## src/shared/wdg_pkg.sv

```systemverilog
package wdg_pkg;

    // ==================================================================
    // Register map (index, byte address is four times the index)
    localparam logic [15:0] IDX_SERVICE = 16'hffff;   // service / vector
    localparam logic [15:0] IDX_OPT_TWO = 16'h001e;   // option register two
    localparam logic [15:0] IDX_OPT_ONE = 16'h001f;   // option register one
    localparam logic [15:0] IDX_CAUSE   = 16'h0020;   // reset cause register
    localparam logic [19:0] ADDR_SERVICE = 20'({IDX_SERVICE, 2'b00});
    localparam logic [19:0] ADDR_OPT_TWO = 20'({IDX_OPT_TWO, 2'b00});
    localparam logic [19:0] ADDR_OPT_ONE = 20'({IDX_OPT_ONE, 2'b00});
    localparam logic [19:0] ADDR_CAUSE   = 20'({IDX_CAUSE, 2'b00});

    // ==================================================================
    // Option register one fields
    localparam int OPT_WDG_DISABLE  = 0;
    localparam int OPT_STOP_ENABLE  = 1;
    localparam int OPT_SHORT_REC    = 2;
    localparam int OPT_TRIP_SELECT  = 3;
    localparam int OPT_PWR_DISABLE  = 4;
    localparam int OPT_RST_DISABLE  = 5;
    localparam int OPT_STOP_LVI     = 6;
    localparam int OPT_RATE_SELECT  = 7;
    localparam int OPT2_RST_PIN_EN  = 0;   // option register two
    localparam logic [7:0] OPT_ONE_RESET = 8'h00;
    localparam logic [7:0] OPT_TWO_RESET = 8'h00;

    // Reset cause fields
    localparam int CAUSE_WDG = 0;
    localparam int CAUSE_LVI = 1;
    localparam int CAUSE_POR = 2;
    localparam logic [2:0] CAUSE_RESET = 3'h4;   // power-on flag set

    // ==================================================================
    // Cycle counts
    localparam logic [17:0] WDG_SHORT_CYCLES = 18'd8176;
    localparam logic [17:0] WDG_LONG_CYCLES  = 18'd262128;
    localparam logic [5:0]  RST_PIN_CYCLES   = 6'd32;
    localparam logic [12:0] POR_CYCLES       = 13'd4096;
    localparam logic [12:0] REC_SHORT_CYCLES = 13'd32;
    localparam logic [12:0] REC_LONG_CYCLES  = 13'd4096;
    localparam logic [14:0] AWU_SHORT_CYCLES = 15'd512;
    localparam logic [14:0] AWU_LONG_CYCLES  = 15'd16384;

    // ==================================================================
    // Power state
    typedef enum logic [1:0] {
        PW_RUN     = 2'b00,
        PW_STOP    = 2'b01,
        PW_RECOVER = 2'b10
    } pw_state_t;

    // Whole state of the watchdog block
    typedef struct packed {
        logic [11:0] pre;         // prescale counter
        logic [5:0]  wd;          // watchdog counter
        logic [12:0] por_cnt;     // power-on delay count
        logic        por_busy;    // power-on delay running
        logic [5:0]  rst_cnt;     // internal reset length count
        logic        rst_active;  // internal reset in progress
        logic [7:0]  opt_one;     // option register one
        logic [7:0]  opt_two;     // option register two
        logic        one_locked;  // option one already written
        logic        two_locked;  // option two already written
        logic [2:0]  cause;       // reset cause flags
        pw_state_t   pw;          // power state
        logic [12:0] rec_cnt;     // stop recovery count
        logic        rec_long;    // long recovery selected
        logic        vtst_s1;     // test voltage sync stage 1
        logic        vtst_s2;     // test voltage sync stage 2
        logic        lvd_s1;      // low voltage sync stage 1
        logic        lvd_s2;      // low voltage sync stage 2
        logic        pin_s1;      // reset pin sync stage 1
        logic        pin_s2;      // reset pin sync stage 2
        logic        illegal;     // illegal opcode pulse
        logic [31:0] rdata;       // read data
        logic        err;         // unmapped access
    } wdg_state_t;

endpackage : wdg_pkg

```

## src/rtl/wdg_core.sv

```systemverilog
// The APB register port was decided locally.
`timescale 1ns/1ps
module wdg_core #(
    parameter logic [7:0] RESET_VECTOR_LO = 8'h00   // arbitrary default
) (
    // APB clock and reset
    input  wire logic        pclk,
    input  wire logic        presetn,
    // APB slave
    input  wire logic        psel,
    input  wire logic        penable,
    input  wire logic        pwrite,
    input  wire logic [19:0] paddr,
    input  wire logic [31:0] pwdata,
    output logic      [31:0] prdata,
    output logic             pready,
    output logic             pslverr,
    // Core and debug status
    input  wire logic        monitor_mode,
    input  wire logic        test_high_voltage,
    input  wire logic        break_active,
    input  wire logic        break_disables_watchdog,
    input  wire logic        stop_instr,
    input  wire logic        wake_request,
    input  wire logic        low_voltage_detect,
    // Open-drain reset pin
    input  wire logic        rst_pin_i,
    output logic             rst_pin_o,
    output logic             rst_pin_oe,
    // System outputs
    output logic             internal_reset,
    output logic             cpu_clock_run,
    output logic             illegal_opcode,
    output logic             lvi_enable,
    output logic             lvi_trip_5v,
    output logic             awu_short_period,
    output logic      [14:0] awu_period
);
    import wdg_pkg::*;

    // ==================================================================
    // State
    wdg_state_t q;          // registered state
    wdg_state_t n;          // next state

    // ==================================================================
    // Decodes
    logic        setup;     // APB setup phase
    logic        access;    // APB access phase
    logic        wr;        // write takes effect
    logic        hit_srv;   // service register hit
    logic        hit_one;   // option one hit
    logic        hit_two;   // option two hit
    logic        hit_cause; // cause register hit
    logic        cnt_en;    // counters advance
    logic        wd_active; // watchdog allowed to reset
    logic [17:0] limit;     // selected timeout terminal count
    logic        wd_ovf;    // watchdog overflow event
    logic        lvi_rst;   // low-voltage reset event
    logic        pin_rst;   // external pin reset
    logic [12:0] rec_end;   // recovery terminal count

    assign setup     = psel && !penable;
    assign access    = psel && penable;
    assign wr        = access && pwrite;
    assign hit_srv   = paddr == ADDR_SERVICE;
    assign hit_one   = paddr == ADDR_OPT_ONE;
    assign hit_two   = paddr == ADDR_OPT_TWO;
    assign hit_cause = paddr == ADDR_CAUSE;

    // Counting only while running, out of reset and power-on delay
    assign cnt_en = (q.pw == PW_RUN) && !q.rst_active && !q.por_busy;

    // Monitor-mode and break holds, plus the option disable bit
    assign wd_active = !q.opt_one[OPT_WDG_DISABLE]
                    && !(monitor_mode && q.vtst_s2)
                    && !(monitor_mode && break_active
                         && break_disables_watchdog);

    // Rate bit one gives the short timeout
    assign limit = q.opt_one[OPT_RATE_SELECT] ? WDG_SHORT_CYCLES - 18'd1
                                              : WDG_LONG_CYCLES - 18'd1;

    // Overflow of the combined count; reset is the only action
    assign wd_ovf = wd_active && cnt_en && ({q.wd, q.pre} == limit);

    // Monitor resets unless blocked or powered off
    assign lvi_enable = !q.opt_one[OPT_PWR_DISABLE]
                     && ((q.pw == PW_RUN) || q.opt_one[OPT_STOP_LVI]);
    assign lvi_rst = lvi_enable && q.lvd_s2 && !q.opt_one[OPT_RST_DISABLE]
                  && !q.rst_active;
    // The pin reads back our own drive through the synchroniser for two
    // cycles after release, so it is ignored while driving and settling
    assign pin_rst = !q.pin_s2 && !q.rst_active
                  && (q.rst_cnt < RST_PIN_CYCLES || q.rst_cnt > RST_PIN_CYCLES + 6'd1);

    assign rec_end = q.rec_long ? REC_LONG_CYCLES - 13'd1
                                : REC_SHORT_CYCLES - 13'd1;

    // ==================================================================
    // Next-state logic
    always_comb begin
        n = q;
        n.illegal = 1'b0;
        // Two-flop synchronisers for pins
        n.vtst_s1 = test_high_voltage;
        n.vtst_s2 = q.vtst_s1;
        n.lvd_s1  = low_voltage_detect;
        n.lvd_s2  = q.lvd_s1;
        n.pin_s1  = rst_pin_i;
        n.pin_s2  = q.pin_s1;

        // Power-on delay, then clear prescaler
        if (q.por_busy) begin
            n.por_cnt = q.por_cnt + 13'd1;
            if (q.por_cnt == POR_CYCLES - 13'd1) begin
                n.por_busy = 1'b0;
                n.pre      = '0;
            end
        end

        // Prescaler with carry into watchdog counter, only while running
        if (cnt_en) begin
            n.pre = q.pre + 12'd1;
            if (q.pre == 12'hfff) begin
                n.wd = q.wd + 6'd1;
            end
        end

        // Service write clears counter and upper prescale stages
        if (wr && hit_srv) begin
            n.wd       = '0;
            n.pre[11:4] = '0;
        end

        // Power state machine
        unique case (q.pw)
            PW_RUN: begin
                if (stop_instr && !q.rst_active) begin
                    if (q.opt_one[OPT_STOP_ENABLE]) begin
                        n.pw  = PW_STOP;
                        n.pre = '0;
                    end else begin
                        n.illegal = 1'b1;
                    end
                end
            end
            PW_STOP: begin
                if (wake_request) begin
                    n.pw       = PW_RECOVER;
                    n.rec_cnt  = '0;
                    n.rec_long = !q.opt_one[OPT_SHORT_REC];
                end
            end
            PW_RECOVER: begin
                n.rec_cnt = q.rec_cnt + 13'd1;
                if (q.rec_cnt == rec_end) begin
                    n.pw = PW_RUN;
                end
            end
            default: n.pw = PW_RUN;
        endcase

        // Reset length counter
        if (q.rst_active) begin
            n.rst_cnt = q.rst_cnt + 6'd1;
            if (q.rst_cnt == RST_PIN_CYCLES - 6'd1) begin
                n.rst_active = 1'b0;
            end
        end else if (q.rst_cnt >= RST_PIN_CYCLES && q.rst_cnt <= RST_PIN_CYCLES + 6'd1) begin
            n.rst_cnt = q.rst_cnt + 6'd1;                              // Pin settle window
        end

        // APB register writes, once per reset for option registers
        if (wr && hit_one && !q.one_locked) begin
            n.opt_one    = pwdata[7:0];
            n.one_locked = 1'b1;
        end
        if (wr && hit_two && !q.two_locked) begin
            n.opt_two    = pwdata[7:0];
            n.two_locked = 1'b1;
        end
        // Cause flags clear by writing one
        if (wr && hit_cause) begin
            n.cause = q.cause & ~pwdata[2:0];
        end

        // Internal reset: clears counters and non-sticky options
        if (wd_ovf || lvi_rst || pin_rst) begin
            n.rst_active = 1'b1;
            n.rst_cnt    = '0;
            n.pre        = '0;
            n.wd         = '0;
            n.opt_one    = (OPT_ONE_RESET & ~(8'h01 << OPT_TRIP_SELECT))
                         | (q.opt_one & (8'h01 << OPT_TRIP_SELECT));
            n.opt_two    = (OPT_TWO_RESET & ~(8'h01 << OPT2_RST_PIN_EN))
                         | (q.opt_two & (8'h01 << OPT2_RST_PIN_EN));
            n.one_locked = 1'b0;
            n.two_locked = 1'b0;
            n.illegal    = 1'b0;
            n.pw         = PW_RUN;
            // Leaving stop through a low-voltage reset takes long recovery
            if (lvi_rst && (q.pw != PW_RUN)) begin
                n.pw       = PW_RECOVER;
                n.rec_cnt  = '0;
                n.rec_long = 1'b1;
            end
        end
        // Cause set wins over a clear in the same cycle
        if (wd_ovf) begin
            n.cause[CAUSE_WDG] = 1'b1;
        end
        if (lvi_rst) begin
            n.cause[CAUSE_LVI] = 1'b1;
        end

        // Read data captured in setup so it is ready in access
        n.err = 1'b0;
        if (setup) begin
            n.rdata = '0;
            n.err   = !(hit_srv || hit_one || hit_two || hit_cause);
            if (hit_srv) begin
                n.rdata = {24'h0, RESET_VECTOR_LO};
            end else if (hit_one) begin
                n.rdata = {24'h0, q.opt_one};
            end else if (hit_two) begin
                n.rdata = {24'h0, q.opt_two};
            end else if (hit_cause) begin
                n.rdata = {29'h0, q.cause};
            end
        end else if (access) begin
            n.err = q.err;
        end
    end

    // ==================================================================
    // State register
    always_ff @(posedge pclk or negedge presetn) begin
        if (!presetn) begin
            n_rst_init: begin
                q            <= '0;
                q.por_busy   <= 1'b1;
                q.opt_one    <= OPT_ONE_RESET;
                q.opt_two    <= OPT_TWO_RESET;
                q.cause      <= CAUSE_RESET;
                q.pw         <= PW_RUN;
                q.vtst_s1    <= 1'b0;
                q.pin_s1     <= 1'b1;
                q.pin_s2     <= 1'b1;
            end
        end else begin
            q <= n;
        end
    end

    // ==================================================================
    // Outputs
    assign prdata           = q.rdata;
    assign pready           = 1'b1;
    assign pslverr          = access && q.err;
    assign rst_pin_o        = 1'b0;
    assign rst_pin_oe       = q.rst_active && q.opt_two[OPT2_RST_PIN_EN];
    assign internal_reset   = q.rst_active;
    assign cpu_clock_run    = q.pw == PW_RUN;
    assign illegal_opcode   = q.illegal;
    assign lvi_trip_5v      = q.opt_one[OPT_TRIP_SELECT];
    assign awu_short_period = q.opt_one[OPT_RATE_SELECT];
    assign awu_period       = q.opt_one[OPT_RATE_SELECT] ? AWU_SHORT_CYCLES
                                                         : AWU_LONG_CYCLES;
endmodule : wdg_core

```

## config.mk

```make
export PLATFORM = sky130hd
export DESIGN_NAME = wdg_core
export DESIGN_NICKNAME = d
export VERILOG_FILES = /design/src/shared/wdg_pkg.sv /design/src/rtl/wdg_core.sv
export SDC_FILE = /design/constraint.sdc
export NUM_CORES = 1
export LEC_CHECK = 0
export BUFFER_PORTS_ARGS = -buffer_cell sky130_fd_sc_hd__buf_2
export CELL_PAD_IN_SITES_DETAIL_PLACEMENT = 0
export CELL_PAD_IN_SITES_GLOBAL_PLACEMENT = 2
export CORE_MARGIN = 10
export CORE_UTILIZATION = 33
export DETAILED_ROUTE_END_ITERATION = 16
export GPL_ROUTABILITY_DRIVEN = 0
export GPL_TIMING_DRIVEN = 1
export PLACE_DENSITY = 0.87
export SLEW_MARGIN = 20
export SYNTH_ARGS = -nofsm -noshare
export SYNTH_HDL_FRONTEND = slang
export SYNTH_SLANG_ARGS = --single-unit
```

## constraint.sdc

```tcl
create_clock -name pclk -period 2.94 [get_ports pclk]
set_input_delay 0.588 -clock pclk [delete_from_list [all_inputs] [get_ports pclk]]
set_output_delay 0.588 -clock pclk [all_outputs]
set_load 0.05 [all_outputs]
```

======== After elaboration in Yosys (flattened, before gate mapping) ========
Cells that the tools add are included.
Widths: inputs -> output; s select.
storage, ports and cells
  register bits after elaboration ......... 116
  logic and storage cells ................. 163
operators by class
  reduce and logical (&&, ||, !) cells .... 62
  eq/ne operators ......................... 16
  add/sub/neg operators ................... 5
  order comparisons ....................... 4
  bitwise logic cells ..................... 3
  multiplexer cells ....................... 46
operators by type and width
  kind                   count
  $mux 12                6
  $mux 18                3
  $mux 16                3
  $mux 8                 6
  $eq 20x7->1 const B    2
  $logic_and 1x1->1      29
  $add 13x1->13 const B  2
  $pmux 13 s2            1
  $mux 25                1
  $mux 6                 4
  $eq 20x18->1 const B   1
  $eq 20x8->1 const B    1
  $eq 18x18->1           1
  $mux 1                 15
  $mux 15                1
  $eq 13x12->1           1
  $eq 13x12->1 const B   1
  $logic_not 1->1        13
  $add 12x1->12 const B  1
  $add 6x1->6 const B    2
  $eq 12x12->1 const B   1
  $reduce_bool 2->1      5
  $reduce_bool 3->1      3
  $mux 2                 4
  other kinds (19)       29

======== Depth between registers and ports, before layout ========
  depth in word-level cells ............... 10
  depth in mapped cells ................... 10
  depth with buffers taken out ............ 7

======== Worst setup path after synthesis ========
OpenSTA, ideal clock, no wires.
  path type ............................... reg-to-reg
  start point ............................. register q[55] (netlist bit)
  end point ............................... register q, in the netlist lvi_trip_5v
  clock period less this slack ............ 2.681 ns
  slack ................................... 0.259 ns
  arrival time ............................ 2.557 ns
  cell stages (with the launch flop) ...... 10
  cell sequence ........................... dfrtp_1 -> inv_1 -> ha_1 -> clkbuf_1 -> nor3b_2 -> nand4_1 -> a2111o_1 -> buf_6 -> nand3_1 -> mux2_2
on the way
  longest elaborated chain between the ends .. 10
  elaborated cells between the ends (all ways) .. 14
  those cells by class .................... bitwise (1); reduce/logical (13)
RTL lines
  element                          line             source
  from (decl)                      wdg_core.sv:43   wdg_state_t q;
  from (signal assigned)           wdg_core.sv:252  q <= n;
  $logic_not 2->1 *                --
  via cpu_clock_run                wdg_core.sv:32   output logic cpu_clock_run,
  $logic_or 1x1->1                 wdg_core.sv:89   && ((q.pw == PW_RUN) || q.opt_one[OPT_STOP_LVI]);
  $logic_and 1x1->1                wdg_core.sv:89
  $logic_and 1x1->1 (2 in a row)   wdg_core.sv:90   assign lvi_rst = lvi_enable && q.lvd_s2 && !q.opt_one[OPT_RST_DISABLE]
  $logic_and 1x1->1                wdg_core.sv:91   && !q.rst_active;
  $logic_or 1x1->1 * (2 in a row)  wdg_core.sv:189  if (wd_ovf || lvi_rst || pin_rst) begin
  $not 1->1 (no line) *            --
  $reduce_and 2->1 (no line) *     --
Mark *: on every way through the listed nets, which the timed path passes. The rest lies on a longest branch.
A chain may end at the register's enable or synchronous reset.

==> impl_metrics.yaml <==
outcome:
  status: "finished, final reports clean"
layout:
  diodes: 0
  final_cell_mix: "88 x dfrtp_1, 57 x buf_2, 54 x nor2_1"
  syn_to_final_growth_pct: 13.8
  fin_nets: 649
  drive_gt1_frac: 0.189
  layout_commonest_cell: "dfrtp_1"
  fill_cells: 1504
power:
  leakage_nw: 2.63
  swShare: 0.327
  p_sw_w: 0.00125
  p_per_area_nw_per_um2: 667
  combPwrFrac: 0.261
  p_seq_frac: 0.385
  p_int_w: 0.00258
  power.clock.fraction: 0.354
  vdd_drop_max_uv: 320
route:
  first_pass_iters: 4
  dr.first_iter.drc_count: 176
  postRouteAntennaNets: 0
  wl_per_cell_um: 15.5
  viasPerCell: 5.01
  dr_total_vias: 3836
  wirelength_mm: 11.9
  drc: 0
sta:
  tightest_slew_ns: 0.722
  finalHoldViolCount: 0
  clock-skew-final_ns: 0.0120
  finalSetupViolCount: 0
  maxSlewViolCount: 0
  slew_headroom: 0.514
  rsz0062_at_grt: "no"
  setup_tns_ns: 0
  fin_ws_ns: 0.455
  finalCritPeriodShare: 0.845
  max_freq_ghz: 0.402
  min_period_ns: 2.49
global_route:
  track_usage: 0.116
  overflow: 0
  first_global_vias: 3927
  grt_pass1_wl_mm: 19.3
  antenna_found_initial: 0
  grt_start_max_net_pins: 41
placed_design:
  port_buffers: 58
  dp_slack_ns: 0.375
  post-dp-hpwl_mm: 8.92
cts:
  cts-root-buf: "clkbuf_16"
  cts_sinks: 92
  post_cts_resized: 0
  cts-buffers-inserted: 9
  clock_latency_ns: 0.35
  cts_htree_levels: 3
  ctsLongestPathBuffers: 2
  cts_tree: "built"
  cts_setup_buffers: 0
  cts_hold_repair.buffers: 0
  clk_pin_slew_ns: 0.07
synth:
  syn_avg_cell_area_um2: 9.79
  synth_top_cell_by_area: "dfrtp_1"
  synth_edf_count: 0
  ys.flop_type: "dfrtp_1"
  synth_async_sr_flop_share: 1.00
  yosys_warnings: 0
  synth_cells: 516
  ys_seq_elements: 92
  synth_top_area_frac: 0.436
  syn-cell-area_um2: 5050
  synth.distinct_cells: 61
  synthTopCellsByArea: "dfrtp_1 44%, buf_4 7.4%, nor2_1 4.0%"
  ys_seq_area_frac: 0.457
critical_path:
  path_cells: "inv_1 > ha_1 > or3b_2 > nor3_1 > nand2_1 > or2_2 > a21oi_1"
  crit_path_end_kind: "flop"
  path_delay_family: "simple AND/OR/NAND/NOR gates"
  reg2reg_from: "q[55]$_DFFE_PN0P_"
  cp.arrival_ns: 2.75
  cpMaxStageDelayCell: "or3b_2"
  r2r_setup_slack_ns: 0.45
  reg2reg_to: "q[113]$_DFF_PN0_"
  max_stage_delay_ns: 0.53
  critPathRequiredTime_ns: 3.20
  reg2reg_depth: 7
  critical_path_peak_fanout: 7
  crit_buf_inv: 1
  cp-start-kind: "flop"
  critPathKind: "flop to flop"
floorplanning:
  initial_core_util: 0.335
  die-area_um2: 20700
  io_pins: 122
  coreArea_um2: 15100
  die_w_um: 144
  die_h_um: 144
  rows: 45
hold_path:
  hp-class: "input port to async pin"
flow_run:
  drv_cap: 0
==> sequential cells by signal, summed over array words and instances (netlist names) <==
| register | cells |
|---|---|
| awu_short_period | 1 |
| illegal_opcode | 1 |
| internal_reset | 1 |
| lvi_trip_5v | 1 |
| n | 3 |
| prdata | 8 |
| q | 77 |
==> through the flow <==
stage,std cells,instance area [um2],total power (W),hold slack [ns],utilization
3_5_place_dp,750,5400,0.00250,0.336,0.358
6_report,766,5750,0.00383,0.200,0.381
4_1_cts,766,5750,0.00387,0.214,0.381
5_1_grt,766,5750,0.00405,0.236,0.381
3_3_place_gp,750,5400,0.00247,0.333,0.358
2_1_floorplan,553,5190,0.00227,0.292,-
==> power by group through the flow <==
| stage | sequential, W | clock, W | combinational [W] |
|---|---|---|---|
| after floorplan | 0.00148 | 0 | 0.000794 |
| after global placement | 0.00149 | 0 | 0.000982 |
| after detailed placement | 0.00150 | 0 | 0.000999 |
| after CTS | 0.00148 | 0.00139 | 0.00101 |
| after global routing | 0.00149 | 0.00144 | 0.00112 |
| final | 0.00148 | 0.00136 | 0.000999 |
==> cell families (layout without fill, tap and decap cells) <==
logic type,count (synthesis),in the layout,share of synthesized area
AND/OR/NAND/NOR,216,216,0.231
adder cells (fa/ha/maj),11,11,0.0272
AO/OA/AOI/OAI,76,76,0.101
buffers and inverters,70,95,0.0906
XOR/XNOR,27,27,0.0468
multiplexers,22,22,0.0446
other,2,39,0.00149
flip-flops,92,92,0.457
==> worst register-to-register path: stages (launching register included) <==
cell	delay (ns)
dfrtp_1	0.39
inv_1	0.11
ha_1	0.34
or3b_2	0.53
nor3_1	0.48
nand2_1	0.13
or2_2	0.29
a21oi_1	0.14
==> metal layers <==
layer | GRT usage | vias to the layer above | wire [um]
met5 | 0 | - | 0
met4 | 0.0392 | 0 | 184
met3 | 0.0317 | 15 | 506
met2 | 0.194 | 83 | 5870
met1 | 0.141 | 1884 | 5300
li1 | - | 1854 | -
==> layout make-up <==
cell class                 instances  area, um2  share of cell area
multi-input combinational        391       2430               0.422
sequential                        92       2310               0.401
timing repair buffer              70        395              0.0688
clock buffer                      12        256              0.0446
tap                              188        235              0.0409
clock inverter                     4       95.1              0.0165
inverter                           9       33.8             0.00588
==> Yosys cell counts (all sizes together) (10+ instances only) <==
library cell	number
a21oi	25
nand2	34
xnor2	17
buf	52
nor4	15
nand3	27
dfrtp	88
o21ai	13
xor2	10
nor2	54
and2	10
nand4	13
ha	11
nor3	19
mux2i	18
==> worst max-delay path by stage <==
| stage | from | end | slack [ns] | cells past startpoint |
|---|---|---|---|---|
| after floorplan | q[55]$_DFFE_PN0P_ | lvi_trip_5v$_DFFE_PN0P_ | 0.26 | 9 |
| after global placement | paddr[9] | q[66]$_DFFE_PN0P_ | 0.37 | 7 |
| after detailed placement | paddr[9] | q[65]$_DFFE_PN0P_ | 0.38 | 7 |
| after CTS | q[55]$_DFFE_PN0P_ | q[113]$_DFF_PN0_ | 0.43 | 7 |
| after global routing | q[55]$_DFFE_PN0P_ | q[113]$_DFF_PN0_ | 0.28 | 7 |
| final | q[55]$_DFFE_PN0P_ | q[113]$_DFF_PN0_ | 0.45 | 7 |
No activity file was read; power rests on OpenSTA's default activity.
